## src/logic/cph_params.svh

```systemverilog
// Constants of the channel proxy command handler
// How it works
// - Proxy reached over path type 0x32
// - Accept no-op, sense, jump, identify
// - Identify returns FF, unit type, model
// - Decode setup command codes
// - Decode data command codes
// - Multi-byte fields travel big-endian
// - Unknown command ends with command reject
// - Length mismatch without suppression flags length
// - Suppressed check, short data: check condition
// - Suppressed check, long buffer: accept
// - Revision payload: number, length, options
// - Revisions 0,1 need zero option length
// - Bad revision combination gets command reject
// - Non-transitional device rejects revision 0
// - Non-transitional device rejects transport commands before a select
// - Revision select rejected while a revision is in force
// - Revision cleared when subchannel enabled
// - Transitional device assumes revision 0 implicitly
`ifndef CPH_PARAMS_SVH
`define CPH_PARAMS_SVH

// Basic channel command codes
`define CPH_CMD_NOP 8'h03
`define CPH_CMD_SENSE 8'h04
`define CPH_CMD_JUMP 8'h08
`define CPH_CMD_IDENT 8'hE4
// Transport setup command codes
`define CPH_CMD_VQ_SET 8'h13
`define CPH_CMD_DEV_RESET 8'h33
`define CPH_CMD_QIND_SET 8'h43
`define CPH_CMD_CIND_SET 8'h53
`define CPH_CMD_TIND_SET 8'h73
`define CPH_CMD_REV_SEL 8'h83
// Transport data command codes
`define CPH_CMD_FEAT_RD 8'h12
`define CPH_CMD_FEAT_WR 8'h11
`define CPH_CMD_CFG_RD 8'h22
`define CPH_CMD_CFG_WR 8'h21
`define CPH_CMD_STAT_WR 8'h31
`define CPH_CMD_QLIM_RD 8'h32

// Expected transfer lengths in bytes
`define CPH_LEN_ZERO 16'h0000
`define CPH_LEN_ONE 16'h0001
`define CPH_LEN_IDENT 16'h0100
`define CPH_LEN_SENSE 16'h0020
`define CPH_LEN_VQ_INFO 16'h0020
`define CPH_LEN_VQ_LEGACY 16'h0010
`define CPH_LEN_IND 16'h0008
`define CPH_LEN_THININT 16'h0019
`define CPH_LEN_FEAT 16'h0005
`define CPH_LEN_CFG 16'h0100
`define CPH_LEN_STATUS 16'h0001
`define CPH_LEN_QLIM 16'h0004
`define CPH_LEN_REV_HDR 16'h0004

// Identify answer layout
`define CPH_IDENT_RSVD 8'hFF
`define CPH_IDENT_FILL 8'h00
`define CPH_IDX_RSVD 16'h0000
`define CPH_IDX_CU_HI 16'h0001
`define CPH_IDX_CU_LO 16'h0002
`define CPH_IDX_MODEL 16'h0003

// Channel path type and revision numbers
`define CPH_CHPATH_TYPE 8'h32
`define CPH_REV_NUM_0 16'h0000
`define CPH_REV_NUM_1 16'h0001

`endif

```

## src/logic/cph_pkg.sv

```systemverilog
// Types of the channel proxy command handler
`default_nettype none
package cph_pkg;

  // Ending status of a command
  typedef enum logic [1:0] {ST_OK, ST_CMD_REJECT, ST_INCORRECT_LEN, ST_CHECK_COND} cph_status_t;

  // Selected transport revision
  typedef enum logic [1:0] {REV_UNSET, REV_0, REV_1} cph_rev_t;

  // Command sequencer states
  typedef enum logic [1:0] {FSM_IDLE, FSM_WRITE, FSM_READ, FSM_DONE} cph_fsm_t;

  // All state of the command handler
  typedef struct packed {
    cph_fsm_t fsm;
    logic [7:0] code;
    logic [15:0] count;
    logic sli;
    logic [15:0] expected;
    logic [15:0] moved;
    logic [31:0] hdr;
    logic rej;
    cph_rev_t rev;
    logic en_d;
    logic cmd_ready;
    logic wr_ready;
    logic rd_valid;
    logic [7:0] rd_byte;
    logic pl_valid;
    logic [7:0] pl_byte;
    logic [15:0] pl_wr_index;
    logic done_valid;
    cph_status_t done_status;
    logic commit;
    logic [7:0] commit_code;
    logic [7:0] chpath;
  } cph_regs_t;

endpackage : cph_pkg

`default_nettype wire

```

## src/logic/cph_len_if.sv

```systemverilog
// Interface between sequencer and length checker
`timescale 1ns/100ps
`default_nettype none

interface cph_len_if;
  logic [15:0] count;           // Count given by the channel
  logic [15:0] expected;        // Count the command needs
  logic sli;                    // Length check suppressed
  cph_pkg::cph_status_t status; // Verdict on the lengths

  // Side that asks for a verdict
  modport req (output count, output expected, output sli, input status);
  // Side that judges the lengths
  modport chk (input count, input expected, input sli, output status);
endinterface : cph_len_if

`default_nettype wire

```

## src/logic/cph_len_check.sv

```systemverilog
// Length verdict for a finished data transfer
`timescale 1ns/100ps
`default_nettype none

module cph_len_check (
  cph_len_if.chk lif // Lengths in, verdict out
);

  // Verdict from count, expected count and suppression flag
  always_comb begin
    lif.status = cph_pkg::ST_OK;
    if (!lif.sli) begin
      if (lif.count != lif.expected) begin
        lif.status = cph_pkg::ST_INCORRECT_LEN;
      end
    end else begin
      if (lif.count < lif.expected) begin
        lif.status = cph_pkg::ST_CHECK_COND;
      end
      // long buffer accepted: falls through as OK
    end
  end

endmodule : cph_len_check

`default_nettype wire

```

## src/logic/cph_cmd_handler.sv

```systemverilog
// Channel proxy command decoder and revision sequencer
`timescale 1ns/100ps
`default_nettype none
`include "cph_params.svh"

module cph_cmd_handler #(
  parameter bit TRANSITIONAL = 1'b1,     // Offers legacy revision 0
  parameter logic [15:0] CU_TYPE = 16'hC0DE // Arbitrary control unit type value
) (
  input wire logic ref_clk,                       // System clock, 50 MHz
  input wire logic rst_n,                         // Synchronous reset, active low
  input wire logic subch_enable,                  // Subchannel enabled level
  input wire logic [7:0] dev_model,               // Attached device identifier
  input wire logic cmd_valid,                     // Command offered
  input wire logic [7:0] cmd_code,                // Command code
  input wire logic [15:0] cmd_count,              // Transfer count
  input wire logic cmd_sli,                       // Length check suppressed
  output logic cmd_ready,                         // Ready for a command
  input wire logic wr_valid,                      // Write data byte offered
  input wire logic [7:0] wr_byte,                 // Write data byte
  output logic wr_ready,                          // Write byte taken
  output logic rd_valid,                          // Read data byte present
  output logic [7:0] rd_byte,                     // Read data byte
  input wire logic rd_ready,                      // Read byte taken
  output logic [15:0] pl_index,                   // Next read byte index
  input wire logic [7:0] pl_rd_byte,              // Payload byte at pl_index
  output logic pl_valid,                          // Write byte forwarded
  output logic [7:0] pl_byte,                     // Forwarded write byte
  output logic [15:0] pl_wr_index,                // Index of forwarded byte
  output logic done_valid,                        // Command ended
  output cph_pkg::cph_status_t done_status,       // Ending status
  output logic commit,                            // Apply command effects
  output logic [7:0] commit_code,                 // Code of committed command
  output cph_pkg::cph_rev_t rev_state,            // Selected revision
  output logic [7:0] chpath_type                  // Channel path type
);

  cph_pkg::cph_regs_t r;   // Registered state
  cph_pkg::cph_regs_t n;   // Next state
  cph_len_if lif ();       // Link to length checker

  // Length checker
  cph_len_check u_len_check (
    .lif (lif.chk)
  );

  // Lengths handed to the checker
  assign lif.count = r.count;
  assign lif.expected = r.expected;
  assign lif.sli = r.sli;

  // Identify answer byte at a given index
  function automatic logic [7:0] ident_byte(
    input logic [15:0] idx,
    input logic [7:0] model
  );
    logic [7:0] b;
    b = `CPH_IDENT_FILL;
    if (idx == `CPH_IDX_RSVD) begin
      b = `CPH_IDENT_RSVD;
    end else if (idx == `CPH_IDX_CU_HI) begin
      b = CU_TYPE[15:8];
    end else if (idx == `CPH_IDX_CU_LO) begin
      b = CU_TYPE[7:0];
    end else if (idx == `CPH_IDX_MODEL) begin
      b = model;
    end
    return b;
  endfunction : ident_byte

  // Next-state logic
  always_comb begin
    logic [15:0] lim;       // Bytes to move this command
    logic [15:0] nxt_moved; // Moved count after this cycle
    logic [15:0] exp_len;   // Expected length of a new command
    logic known;            // Code is supported
    logic transport;        // Code is transport specific
    logic is_rd;            // Device sends data
    logic is_wr;            // Device takes data
    logic rej_now;          // Refused at decode
    logic [15:0] rev_num;   // Requested revision
    logic [15:0] opt_len;   // Requested option length
    logic rev_ok;           // Requested revision is offered
    cph_pkg::cph_rev_t eff_rev; // Revision in force for decode
    cph_pkg::cph_status_t fin;  // Final status
    // Never move more bytes than both sides allow
    lim = (r.count < r.expected) ? r.count : r.expected;
    nxt_moved = r.moved;
    exp_len = `CPH_LEN_ZERO;
    known = 1'b1;
    transport = 1'b0;
    is_rd = 1'b0;
    is_wr = 1'b0;
    rej_now = 1'b0;
    rev_num = r.hdr[31:16];
    opt_len = r.hdr[15:0];
    rev_ok = 1'b0;
    eff_rev = r.rev;
    fin = cph_pkg::ST_OK;

    // Defaults: pulses low, state held
    n = r;
    n.done_valid = 1'b0;
    n.commit = 1'b0;
    n.pl_valid = 1'b0;
    // Previous enable level, for edge detection
    n.en_d = subch_enable;
    n.chpath = `CPH_CHPATH_TYPE;

    case (r.fsm)
      // Wait for a command and decode it
      cph_pkg::FSM_IDLE: begin
        n.cmd_ready = 1'b1;
        if (cmd_valid && r.cmd_ready) begin
          n.cmd_ready = 1'b0;
          if (cmd_code == `CPH_CMD_NOP) begin
            exp_len = `CPH_LEN_ZERO;
          end else if (cmd_code == `CPH_CMD_SENSE) begin
            exp_len = `CPH_LEN_SENSE;
            is_rd = 1'b1;
          end else if (cmd_code == `CPH_CMD_JUMP) begin
            exp_len = `CPH_LEN_ZERO;
          end else if (cmd_code == `CPH_CMD_IDENT) begin
            exp_len = `CPH_LEN_IDENT;
            is_rd = 1'b1;
          end else if (cmd_code == `CPH_CMD_VQ_SET) begin
            transport = 1'b1;
            is_wr = 1'b1;
          end else if (cmd_code == `CPH_CMD_DEV_RESET) begin
            transport = 1'b1;
            exp_len = `CPH_LEN_ZERO;
          end else if (cmd_code == `CPH_CMD_QIND_SET) begin
            transport = 1'b1;
            exp_len = `CPH_LEN_IND;
            is_wr = 1'b1;
          end else if (cmd_code == `CPH_CMD_CIND_SET) begin
            transport = 1'b1;
            exp_len = `CPH_LEN_IND;
            is_wr = 1'b1;
          end else if (cmd_code == `CPH_CMD_TIND_SET) begin
            transport = 1'b1;
            exp_len = `CPH_LEN_THININT;
            is_wr = 1'b1;
          end else if (cmd_code == `CPH_CMD_REV_SEL) begin
            transport = 1'b1;
            exp_len = `CPH_LEN_REV_HDR;
            is_wr = 1'b1;
          end else if (cmd_code == `CPH_CMD_FEAT_RD) begin
            transport = 1'b1;
            exp_len = `CPH_LEN_FEAT;
            is_rd = 1'b1;
          end else if (cmd_code == `CPH_CMD_FEAT_WR) begin
            transport = 1'b1;
            exp_len = `CPH_LEN_FEAT;
            is_wr = 1'b1;
          end else if (cmd_code == `CPH_CMD_CFG_RD) begin
            transport = 1'b1;
            exp_len = `CPH_LEN_CFG;
            is_rd = 1'b1;
          end else if (cmd_code == `CPH_CMD_CFG_WR) begin
            transport = 1'b1;
            exp_len = `CPH_LEN_CFG;
            is_wr = 1'b1;
          end else if (cmd_code == `CPH_CMD_STAT_WR) begin
            transport = 1'b1;
            exp_len = `CPH_LEN_STATUS;
            is_wr = 1'b1;
          end else if (cmd_code == `CPH_CMD_QLIM_RD) begin
            transport = 1'b1;
            exp_len = `CPH_LEN_QLIM;
            is_rd = 1'b1;
          end else begin
            known = 1'b0;
          end

          if (!known) begin
            rej_now = 1'b1;
          end else if (transport && (cmd_code == `CPH_CMD_REV_SEL)) begin
            if (r.rev != cph_pkg::REV_UNSET) begin
              rej_now = 1'b1;
            end
          end else if (transport && (r.rev == cph_pkg::REV_UNSET)) begin
            if (TRANSITIONAL) begin
              eff_rev = cph_pkg::REV_0;
            end else begin
              rej_now = 1'b1;
            end
          end

          // Queue location block size follows the revision
          if (cmd_code == `CPH_CMD_VQ_SET) begin
            exp_len = (eff_rev == cph_pkg::REV_1) ? `CPH_LEN_VQ_INFO : `CPH_LEN_VQ_LEGACY;
          end

          // Fresh command: counters and header start empty
          n.code = cmd_code;
          n.count = cmd_count;
          n.sli = cmd_sli;
          n.expected = exp_len;
          n.moved = `CPH_LEN_ZERO;
          n.hdr = '0;
          n.rej = rej_now;
          n.wr_ready = 1'b0;
          if (rej_now) begin
            n.fsm = cph_pkg::FSM_DONE;
          end else begin
            n.rev = eff_rev;
            if (is_wr) begin
              n.fsm = cph_pkg::FSM_WRITE;
            end else if (is_rd) begin
              n.fsm = cph_pkg::FSM_READ;
            end else begin
              n.fsm = cph_pkg::FSM_DONE;
            end
          end
        end
      end

      // Take write bytes until the needed amount has arrived
      cph_pkg::FSM_WRITE: begin
        if (r.wr_ready && wr_valid) begin
          nxt_moved = r.moved + `CPH_LEN_ONE;
          // header shifts in, first byte highest
          n.hdr = {r.hdr[23:0], wr_byte};
          n.pl_valid = 1'b1;
          n.pl_byte = wr_byte;
          n.pl_wr_index = r.moved;
        end
        n.moved = nxt_moved;
        // Bytes past the needed amount stay with the channel
        if (nxt_moved < lim) begin
          n.wr_ready = 1'b1;
        end else begin
          n.wr_ready = 1'b0;
          n.fsm = cph_pkg::FSM_DONE;
        end
      end

      // Present read bytes one at a time
      cph_pkg::FSM_READ: begin
        if (r.rd_valid && rd_ready) begin
          n.rd_valid = 1'b0;
        end
        // Next byte follows at once when the slot is free
        if (!r.rd_valid || rd_ready) begin
          if (r.moved < lim) begin
            n.rd_valid = 1'b1;
            // Identify bytes are built here, all others come from payload logic
            if (r.code == `CPH_CMD_IDENT) begin
              n.rd_byte = ident_byte(r.moved, dev_model);
            end else begin
              n.rd_byte = pl_rd_byte;
            end
            n.moved = r.moved + `CPH_LEN_ONE;
          end else begin
            n.fsm = cph_pkg::FSM_DONE;
          end
        end
      end

      // Settle the ending status and apply the revision
      cph_pkg::FSM_DONE: begin
        if (rev_num == `CPH_REV_NUM_1) begin
          rev_ok = 1'b1;
        end else if (rev_num == `CPH_REV_NUM_0) begin
          rev_ok = TRANSITIONAL;
        end
        // Header checks of a select outrank the length verdict
        if (r.rej) begin
          fin = cph_pkg::ST_CMD_REJECT;
        end else if ((r.code == `CPH_CMD_REV_SEL) && (r.moved == `CPH_LEN_REV_HDR)) begin
          if ((opt_len != `CPH_LEN_ZERO) || !rev_ok) begin
            fin = cph_pkg::ST_CMD_REJECT;
          end else begin
            fin = lif.status;
          end
        end else begin
          fin = lif.status;
        end
        n.done_valid = 1'b1;
        n.done_status = fin;
        n.commit_code = r.code;
        n.commit = (fin == cph_pkg::ST_OK);
        if ((fin == cph_pkg::ST_OK) && (r.code == `CPH_CMD_REV_SEL)) begin
          n.rev = (rev_num == `CPH_REV_NUM_1) ? cph_pkg::REV_1 : cph_pkg::REV_0;
        end
        n.fsm = cph_pkg::FSM_IDLE;
      end

      default: begin
        n.fsm = cph_pkg::FSM_IDLE;
      end
    endcase

    // Kept last so a same-cycle select cannot outlive the enable
    // revision forgotten on enable
    if (subch_enable && !r.en_d) begin
      n.rev = cph_pkg::REV_UNSET;
    end
  end

  // State register
  always_ff @(posedge ref_clk) begin
    if (!rst_n) begin
      r <= '0;
    end else begin
      r <= n;
    end
  end

  // Outputs straight from the state register
  assign cmd_ready = r.cmd_ready;
  assign wr_ready = r.wr_ready;
  assign rd_valid = r.rd_valid;
  assign rd_byte = r.rd_byte;
  assign pl_index = r.moved;
  assign pl_valid = r.pl_valid;
  assign pl_byte = r.pl_byte;
  assign pl_wr_index = r.pl_wr_index;
  assign done_valid = r.done_valid;
  assign done_status = r.done_status;
  assign commit = r.commit;
  assign commit_code = r.commit_code;
  assign rev_state = r.rev;
  assign chpath_type = r.chpath;

endmodule : cph_cmd_handler

`default_nettype wire

```

## config.mk

```make
export PLATFORM = sky130hd
export DESIGN_NAME = cph_cmd_handler
export DESIGN_NICKNAME = d
export VERILOG_FILES = /design/src/logic/cph_pkg.sv /design/src/logic/cph_len_if.sv /design/src/logic/cph_len_check.sv /design/src/logic/cph_cmd_handler.sv
export VERILOG_INCLUDE_DIRS = /design/src /design/src/logic
export SDC_FILE = /design/constraint.sdc
export NUM_CORES = 1
export LEC_CHECK = 0
export BUFFER_PORTS_ARGS = -buffer_cell sky130_fd_sc_hd__buf_2
export CAP_MARGIN = 0
export CORE_MARGIN = 2
export CORE_UTILIZATION = 40
export CTS_BUF_LIST = sky130_fd_sc_hd__clkbuf_8
export DETAILED_ROUTE_END_ITERATION = 6
export PLACE_DENSITY_LB_ADDON = 0.12
export RECOVER_POWER = 50
export SETUP_SLACK_MARGIN = 0.1
export SLEW_MARGIN = 30
export SYNTH_ARGS = -nofsm -noshare
export SYNTH_HDL_FRONTEND = slang
export SYNTH_HIERARCHICAL = 1
export SYNTH_SLANG_ARGS = --single-unit
export TNS_END_PERCENT = 30
```

## constraint.sdc

```tcl
create_clock -name ref_clk -period 4.4 [get_ports ref_clk]
set_clock_uncertainty 0.05 [all_clocks]
set_input_delay 0.22 -clock ref_clk [delete_from_list [all_inputs] [get_ports ref_clk]]
set_output_delay 0.22 -clock ref_clk [all_outputs]
set_load 0.02 [all_outputs]
```

# == Word level (Yosys, flattened, before mapping) ==
# Index checks and enable logic that the tools add are counted.
# totals
ff_bits,151
input_bits,55
output_inout_bits,74
elab_cells,226
# classes
add_sub_neg,1
n_lt_le_gt_ge,3
eq_ne,36
n_mux,129
bitwise,1
reduce_logical,34
# op_table
operator,n
$mux W9,15
$mux W16,6
$mux W94,1
$mux W1,69
$pmux W32 S2,1
$lt A16 B16 Y1,3
$pmux W16 S3,1
$mux W2,21
$eq A8 B6 Y1 const B,5
$mux W8,5
$eq A16 B1 Y1 const B,2
$eq A16 B2 Y1 const B,2
$eq A8 B8 Y1 const B,4
$logic_not A16 Y1,2
$mux W32,1
$mux W25,1
$eq A8 B5 Y1 const B,3
$eq A8 B7 Y1 const B,3
$add A16 B1 Y16 const B,1
$eq A16 B3 Y1 const B,1
$ne A16 B16 Y1,1
$ne A2 B2 Y1 const B,8
$reduce_bool A16 Y1,1
$mux W12,1
21 further kinds,46

# == Logic depth before layout (Yosys ltp) ==
# Gate-level depths: netlist of the first run.
# logic_depth
depth_word,30
depth_mapped,18
ltp_nobuf,16

# == Modules after synthesis ==
# The synthesis of the first run kept the hierarchy.
# modules_own_cells
mod,n_inst,cells_each,area_each_um2,seq_area_each_um2
cph_cmd_handler,1,987,7962.6,2682.6
cph_len_check,1,58,422.9,0.0

# == Worst setup path before layout of the first run ==
# OpenSTA, ideal clock, no wires.
# synth_timing
path_kind,register to register
startpoint,reg r (netlist bit lif.expected[5])
endpoint,reg r (netlist bit rd_byte[4])
setup_ns,0.116
arrival_ns,3.860
required_ns,4.234
setup_slack_ns,0.374
path_stages_with_launch,16
cell_sequence,dfxtp_1 > inv_1 > ha_1 > a2111o_1 > a221oi_4 > clkbuf_1 > a21oi_1 > ha_1 > a2111oi_0 > nand2_1 > mux2i_1 > o21ai_2 > a2111oi_4 > buf_6 > o211ai_1 > o211a_1
# synth_between
elab_chain_cells,4
# synth_rtl
item,line_no,text
start: declaration,cph_cmd_handler.sv:38,cph_pkg::cph_regs_t r;
start signal: assignment,cph_cmd_handler.sv:307,r <= n;
$lt A16 B16 Y1,cph_cmd_handler.sv:87,lim = (r.count < r.expected) ? r.count : r.expected;
$mux W16 (*),cph_cmd_handler.sv:87,
$lt A16 B16 Y1 (*),cph_cmd_handler.sv:246,if (r.moved < lim) begin
$reduce_and A3 Y1 (no source line) (*),n/a,
# Every way passes the cells marked *; elsewhere a longest branch is shown, timed or not.
# A chain may end at the register's enable or synchronous reset.

# == Worst setup path in the final report of the first run ==
# layout_timing
startpoint,reg r (netlist bit lif.expected[5])
endpoint,reg r (netlist bit pl_index[9])
# layout_between
elab_chain_cells,5
# layout_rtl
item,line_no
$lt A16 B16 Y1,cph_cmd_handler.sv:87
$mux W16 (*),cph_cmd_handler.sv:87
$lt A16 B16 Y1 (*),cph_cmd_handler.sv:246
$ne A2 B2 Y1 (no source line) (*),n/a
$reduce_and A4 Y1 (no source line) (*),n/a
# Marks and branches as above.

==> results of run 1 <==
worst min path at each step:
stage,from,endpoint,slack [ns]
detailed placement,pl_wr_index[2],pl_wr_index[2],0.41
finish,cmd_count[8],lif.count[8],0.03
global route,cmd_count[8],lif.count[8],0.009
global placement,subch_enable,r[56],0.39
CTS,cmd_count[8],lif.count[8],0.003
floorplan,rst_n,chpath_type[4],0.20
per-layer routing:
layer  wire length, µm  global-route usage, %  share of wire (%)
met2             10620                  33.06                 46
met3               764                  3.945                3.3
met5                 0                      0                  0
met1             11430                  29.43                 50
met4               216                  5.000               0.94
cells by family (layout without fill, tap and decap cells):
logic type / count (synthesis) / count (layout) / synth area share (%)
AOI/OAI and AO/OA: 257 / 258 / 22.23
xor gates and xnor gates: 18 / 18 / 1.880
adders and majority gates: 60 / 60 / 8.953
DFF: 134 / 134 / 31.99
buffers and inverters: 178 / 246 / 11.24
other: 2 / 29 / 0.08956
muxes: 14 / 14 / 1.671
and+or+nand+nor: 382 / 382 / 21.95
synth_stat cells, types with 19 or more instances:
master	n
sky130_fd_sc_hd__nand2_1	165
sky130_fd_sc_hd__dfxtp_1	134
sky130_fd_sc_hd__buf_4	68
sky130_fd_sc_hd__clkbuf_1	60
sky130_fd_sc_hd__ha_1	60
sky130_fd_sc_hd__a21boi_0	53
sky130_fd_sc_hd__nor2b_1	53
sky130_fd_sc_hd__nor2_1	50
sky130_fd_sc_hd__inv_1	42
sky130_fd_sc_hd__a21oi_1	39
sky130_fd_sc_hd__a22oi_1	36
sky130_fd_sc_hd__o21ai_0	32
sky130_fd_sc_hd__nand3_1	29
sky130_fd_sc_hd__nor4_1	19
timing repair:
item / CTS / global route
hold buffers: 22 / 0
hold endpoints to repair: 24 / 0
resized for setup: 0 / 7
setup endpoints to repair: 0 / 21
critical path: stages (launching register included):
cell and delay (ns):
sky130_fd_sc_hd__dfxtp_1 0.35, sky130_fd_sc_hd__inv_1 0.07, sky130_fd_sc_hd__ha_1 0.28, sky130_fd_sc_hd__a2111o_1 0.40, sky130_fd_sc_hd__a221oi_4 0.34, sky130_fd_sc_hd__buf_4 0.21, sky130_fd_sc_hd__nor2_1 0.05, sky130_fd_sc_hd__a21oi_1 0.18
sky130_fd_sc_hd__ha_1 0.28, sky130_fd_sc_hd__a21o_1 0.16, sky130_fd_sc_hd__a21o_1 0.17, sky130_fd_sc_hd__a21oi_1 0.27, sky130_fd_sc_hd__nor2_1 0.10, sky130_fd_sc_hd__a21oi_2 0.22, sky130_fd_sc_hd__o211ai_4 0.19, sky130_fd_sc_hd__buf_4 0.21
sky130_fd_sc_hd__o41ai_1 0.33
metrics by stage:
stage               std cells  hold slack [ns]
CTS                      1410         0.003292
detailed placement       1360           0.4053
finish                   1411          0.02777
global placement         1360           0.3915
floorplan                1072           0.1977
global route             1411         0.009263
sequential cells by signal (all words and copies together), names as in the netlist, 6 cells and up:
name / count
commit_code: 8
lif.count: 16
lif.expected: 6
pl_byte: 8
pl_index: 16
pl_wr_index: 16
r: 44
rd_byte: 8
final cells by class:
type	instances	area share, %
clock inverters	9	1.220
well taps	270	3.582
flip-flops and latches	134	28.46
clock buffers	19	2.773
repair buffers	176	10.14
inverters	42	1.672
multi-input cells	761	52.16
power by group through the flow:
stage	clock network (mW)	registers (mW)	logic, mW
final	1.03	1.26	0.364
after global routing	1.12	1.26	0.403
after CTS	1.06	1.26	0.359
after detailed placement	0	1.29	0.342
after global placement	0	1.28	0.342
after floorplan	0	1.28	0.245
==> flow_summary.json, run 1 <==
{
  "status": "finished, final reports clean",
  "wl_per_cell_um": 16.32,
  "crit_path_max_fanout": 11,
  "clock_tree_root_driver_cell": "sky130_fd_sc_hd__clkbuf_8",
  "report.final.slew_viol_count": 0,
  "synth_enable_flop_cells": 0,
  "count_of_pins_on_the_block_boundary": 129,
  "drt_wl_total_mm": 23.03,
  "layout_min_cycle_time_ns": 3.962,
  "setup-violations-final": 0,
  "hpwl_mm": 16.28,
  "route.vias.total": 7345,
  "num-nets-final": 1247,
  "cell_internal_pwr_mw": 1.943,
  "pwr_density_cell_nw_per_um2": 281.2,
  "multi_input_area_um2": 4920,
  "final.period_utilization_pct": 90.05,
  "timing.hold.worst_path_depth": 3,
  "total_switching_power_uw": 708.9,
  "yosysTopAreaCellShare_pct": 31.99,
  "fill_cells": 2146,
  "worstHoldPathType": "input port to register",
  "floorplan.die.height_um": 148.8,
  "synth_top_area_cell": "sky130_fd_sc_hd__dfxtp_1",
  "count_of_input_and_output_buffers": 123,
  "worstSetupEndpoint": "pl_index[9]",
  "postSynthAreaPerCell_um2": 8.024,
  "sum_of_negative_setup_slack_ns": 0,
  "total_power_mw": 2.652,
  "synthArstFlopShare_pct": 0,
  "die_w_um": 148.8,
  "p_clk_share_pct": 38.9,
  "worst-r2r-setup-slack_ns": 0.44,
  "track_usage_pct": 20.87,
  "layout.cells.most_common": "sky130_fd_sc_hd__nand2_1",
  "rows": 52,
  "share_of_layout_cells_above_drive_strength_1_pct": 11.13,
  "clock_tree_from_tritoncts": "built",
  "register_bit_count_reported_by_yosys": 134,
  "final_report_hold_violation_count": 0,
  "number_of_global_route_vias_before_repair": 6791,
  "grt_start_max_net_pins": 88,
  "clk_pin_slew_ns": 0.08,
  "grt_setup_unrepaired": "true",
  "timing.setup.critical_path_class": "register to register",
  "crit_arrival_ns": 4.26,
  "worst_setup_path_startpoint": "lif.expected[5]",
  "clock_insertion_delay_worst_skew_ns": 0.45,
  "syn-instance-count": 1045,
  "floorplan.core_area_um2": 20430,
  "most-common-layout-cells": "sky130_fd_sc_hd__nand2_1 (165), sky130_fd_sc_hd__dfxtp_1 (133), sky130_fd_sc_hd__clkbuf_1 (72)",
  "vdd_drop_max_v": 0.0001732,
  "initial_core_util_pct": 41.05,
  "detail_route.drc_violations": 0,
  "worst_setup_path_start_kind": "register",
  "number_of_iterations_in_the_first_detailed_routing_pass": 5,
  "tightest_slew_ns": 1.459,
  "cts_sinks": 134,
  "initialDrtViolationCount": 543,
  "non_filler_cell_area_final_um2": 9432,
  "cap_viol_max_count": 0,
  "r2r.worst_path.cells": 16,
  "cts.htree.levels": 4,
  "power.combinational.fraction_pct": 13.7,
  "timing.max_slew.rel_slack_pct": 2.737,
  "seq_power_share_pct": 47.4,
  "area_enclosed_by_the_die_boundary_um2": 22140,
  "final_util_pct": 46.17,
  "synth.cell_area_um2": 8386,
  "area_post_placement_um2": 8901,
  "antenna_violating_nets_post_route": 0,
  "ctsLongestPathBuffers": 2,
  "seq_area_um2": 2684,
  "grt_antenna_before_repair": 0,
  "vias_per_cell": 5.206,
  "n_antenna_cell": 0,
  "p_sw_share_pct": 26.73,
  "grt_first_pass_wirelength_mm": 36.51,
  "numCtsBuffers": 17,
  "synthFlopType": "sky130_fd_sc_hd__dfxtp_1",
  "critPathCaptureType": "register",
  "total_leakage_power_nw": 3.660,
  "yosysWarnings": 6,
  "ys_seq_area_share_pct": 31.99,
  "post_cts_buffers": 0,
  "grt.overflow.total": 0,
  "timing.rr.start": "lif.expected[5]",
  "layout_setup_ws_ns": 0.4378,
  "area_growth_syn_to_layout_pct": 12.47,
  "yosysUniqueCellTypes": 69,
  "worstReg2RegEnd": "pl_index[9]",
  "maxClockFrequency_mhz": 252.4,
  "placement.setup.worst_slack_ns": 0.1414,
  "place_congestion": 0.8776,
  "worst-endpoint-required_ns": 4.70,
  "cell_types_occupying_the_most_area_after_synthesis": "sky130_fd_sc_hd__dfxtp_1 (32%), sky130_fd_sc_hd__ha_1 (9.0%), sky130_fd_sc_hd__nand2_1 (7.4%), sky130_fd_sc_hd__buf_4 (6.1%), sky130_fd_sc_hd__a21boi_0 (4.7%)"
}
No activity file was read; power rests on OpenSTA's default activity.
==> run 2: changes to the inputs <==
Settings changed: ABC_AREA set to 1.
==> flow_summary.json, run 2 <==
{
  "area_enclosed_by_the_die_boundary_um2": 21430,
  "final.period_utilization_pct": 87.39,
  "count_of_input_and_output_buffers": 123,
  "failing_checks": "capacitance limit, slew limit",
  "most-common-layout-cells": "sky130_fd_sc_hd__nand2_1 (220), sky130_fd_sc_hd__nor2_1 (136), sky130_fd_sc_hd__dfxtp_1 (134)",
  "cell_types_occupying_the_most_area_after_synthesis": "sky130_fd_sc_hd__dfxtp_1 (33%), sky130_fd_sc_hd__nand2_1 (10%), sky130_fd_sc_hd__ha_1 (9.3%), sky130_fd_sc_hd__buf_4 (6.4%), sky130_fd_sc_hd__nor2_1 (6.4%)",
  "grt_first_pass_wirelength_mm": 37.97,
  "detail_route.drc_violations": 0,
  "post_cts.resized_instances": 0,
  "p_sw_share_pct": 48.94,
  "numCtsBuffers": 17,
  "synth_top_area_cell": "sky130_fd_sc_hd__dfxtp_1",
  "fill_cells": 2194,
  "timing.max_slew.rel_slack_pct": -46.65,
  "sum_of_negative_setup_slack_ns": 0,
  "non_filler_cell_area_final_um2": 9120,
  "power.combinational.fraction_pct": 47.3,
  "tightest_slew_ns": 2.200,
  "clock_insertion_delay_worst_skew_ns": 0.46,
  "place_congestion": 0.9351,
  "post_synth_most_frequent_cells": "sky130_fd_sc_hd__nand2_1 (220), sky130_fd_sc_hd__nor2_1 (138), sky130_fd_sc_hd__dfxtp_1 (134)",
  "clock_tree_root_driver_cell": "sky130_fd_sc_hd__clkbuf_8",
  "crit_path_max_fanout": 23,
  "syn-instance-count": 1165,
  "ys_seq_area_share_pct": 33.07,
  "drt_wl_total_mm": 23.54,
  "grt_start_max_net_pins": 48,
  "clock_tree_from_tritoncts": "built",
  "worst-r2r-setup-slack_ns": 0.55,
  "total_leakage_power_nw": 3.963,
  "cts.htree.levels": 4,
  "worst_setup_path_start_kind": "register",
  "critPathCaptureType": "register",
  "grt_setup_unrepaired": "false",
  "status": "finished with violations",
  "area_growth_syn_to_layout_pct": 12.43,
  "layout_min_cycle_time_ns": 3.845,
  "regMostFlops": "r",
  "num-nets-final": 1375,
  "cap_viol_max_count": 2,
  "track_usage_pct": 22.12,
  "number_of_global_route_vias_before_repair": 7262,
  "synth_enable_flop_cells": 0,
  "yosysUniqueCellTypes": 49,
  "number_of_iterations_in_the_first_detailed_routing_pass": 5,
  "setup-violations-final": 0,
  "vdd_drop_max_v": 0.0002408,
  "hold_path_startpoint": "cmd_code[2]",
  "worstReg2RegEnd": "pl_index[3]",
  "final_report_hold_violation_count": 0,
  "holdBufCountCts": 27,
  "yosys.cell_count.top_type": "sky130_fd_sc_hd__nand2_1",
  "worstHoldEndpoint": "r[143]",
  "post_cts_buffers": 0,
  "timing.rr.start": "lif.expected[8]",
  "grt.overflow.total": 0,
  "vias_per_cell": 5.040,
  "p_clk_share_pct": 20.1,
  "report.final.slew_viol_count": 82,
  "total_power_mw": 5.080,
  "initialDrtViolationCount": 473,
  "number_of_flip_flops_under_the_largest_register_name": 44,
  "pwr_density_cell_nw_per_um2": 557.0,
  "yosysWarnings": 6,
  "postSynthAreaPerCell_um2": 6.963,
  "grt_antenna_before_repair": 0,
  "timing.setup.critical_path_class": "register to register",
  "wl_per_cell_um": 15.25,
  "hpwl_mm": 17.04,
  "antenna_violating_nets_post_route": 0,
  "worstHoldPathType": "input port to register",
  "share_of_layout_cells_above_drive_strength_1_pct": 10.84,
  "yosysTopAreaCellShare_pct": 33.07,
  "area_post_placement_um2": 8561,
  "worst-endpoint-required_ns": 4.75,
  "seq_power_share_pct": 32.6,
  "r2r.worst_path.cells": 20,
  "register_bit_count_reported_by_yosys": 134,
  "initial_core_util_pct": 40.48,
  "synth.cell_area_um2": 8112,
  "route.vias.total": 7777,
  "cts_sinks": 134,
  "die_w_um": 146.4,
  "timing.hold.worst_path_depth": 3,
  "ctsLongestPathBuffers": 2,
  "rows": 52,
  "count_of_pins_on_the_block_boundary": 129,
  "maxClockFrequency_mhz": 260.1,
  "n_antenna_cell": 0,
  "clk_pin_slew_ns": 0.10,
  "floorplan.die.height_um": 146.4,
  "cell_internal_pwr_mw": 2.594,
  "layout.cells.most_common": "sky130_fd_sc_hd__nand2_1",
  "crit_arrival_ns": 4.19,
  "synthFlopType": "sky130_fd_sc_hd__dfxtp_1",
  "synthArstFlopShare_pct": 0,
  "floorplan.core_area_um2": 20040,
  "total_switching_power_mw": 2.486
}
run 2: changes by cell type after synthesis, sizes merged, moves of 27 or more:
cell / previous run / this run
nand2: 165 / 228
nand3: 29 / 66
clkbuf: 60 / 33
o21ai: 34 / 89
nor2: 50 / 143
inv: 42 / 124
a21oi: 39 / 80
a21boi: 55 / 0
nor2b: 53 / 0
run 2: critical path, cell delays in order (launching register included):
cell,delay (ns)
sky130_fd_sc_hd__dfxtp_1,0.34
sky130_fd_sc_hd__inv_1,0.07
sky130_fd_sc_hd__ha_1,0.20
sky130_fd_sc_hd__nor2_1,0.09
sky130_fd_sc_hd__nand4_1,0.09
sky130_fd_sc_hd__nor3_1,0.28
sky130_fd_sc_hd__nand2_1,0.31
sky130_fd_sc_hd__nand2_1,0.13
sky130_fd_sc_hd__o21ai_0,0.19
sky130_fd_sc_hd__ha_1,0.24
sky130_fd_sc_hd__a21oi_1,0.13
sky130_fd_sc_hd__nor2_1,0.05
sky130_fd_sc_hd__a211oi_1,0.17
sky130_fd_sc_hd__o21ai_0,0.11
sky130_fd_sc_hd__a31oi_1,0.31
sky130_fd_sc_hd__nand2_2,0.14
sky130_fd_sc_hd__nand2_2,0.35
sky130_fd_sc_hd__nand2_2,0.23
sky130_fd_sc_hd__nand2_1,0.11
sky130_fd_sc_hd__nand2_1,0.05
sky130_fd_sc_hd__nor2_1,0.14
run 2: cells by family after synthesis:
family                   count (synthesis)  share of synthesized area [%]
buffers and inverters                  240                          14.47
flip-flops                             134                          33.07
AND/OR/NAND/NOR                        489                          25.93
AO/OA/AOI/OAI                          233                          16.43
XOR/XNOR                                 7                         0.7558
adder cells (fa/ha/maj)                 60                          9.255
other                                    2                        0.09258
run 2: metal layers:
metal,global-route usage (%),routed length (µm),vias to the layer above
met3,3.438,1183,20
li1,-,-,3968
met1,29.79,11070,3568
met2,37.05,10990,221
met4,5.825,293,0
met5,0,0,-
run 2: final cells by class:
class,count,area [µm²],share of cell area (%)
multi-input cells,818,4365,47.87
flip-flops and latches,134,2683,29.41
repair buffers,160,865.8,9.494
inverters,129,484.2,5.309
well taps,270,337.8,3.704
clock buffers,18,247.7,2.716
clock inverters,14,136.4,1.495
run 2: power groups by stage:
stage	clock network (mW)	registers, mW	logic (mW)
6_report	1.02	1.65	2.40
5_1_grt	1.10	1.69	2.74
4_1_cts	1.04	1.65	2.44
3_5_place_dp	0	1.68	2.41
3_3_place_gp	0	1.68	2.40
2_1_floorplan	0	1.59	1.88
run 2: through the flow:
stage / std cells / setup WS [ns] / hold WS (ns) / util, %
finish: 1543 / 0.5550 / 0.02513 / 45.51
global route: 1543 / 0.1063 / 0.003932 / 45.51
CTS: 1543 / 0.6867 / 0.001191 / 45.99
detailed placement: 1484 / 0.7266 / 0.3740 / 42.72
global placement: 1484 / 0.8596 / 0.3706 / 42.72
floorplan: 1192 / 1.414 / 0.1977 / -
run 2: worst max-delay path by stage:
stage / slack [ns] / start / depth (start not counted) / end
6_report: 0.55 / lif.expected[8] / 20 / pl_index[3]
5_1_grt: 0.11 / lif.expected[8] / 20 / pl_index[9]
4_1_cts: 0.69 / lif.expected[8] / 20 / pl_index[6]
3_5_place_dp: 0.73 / lif.expected[8] / 19 / pl_index[3]
3_3_place_gp: 0.86 / lif.expected[8] / 20 / pl_index[6]
2_1_floorplan: 1.41 / lif.expected[3] / 24 / pl_index[11]
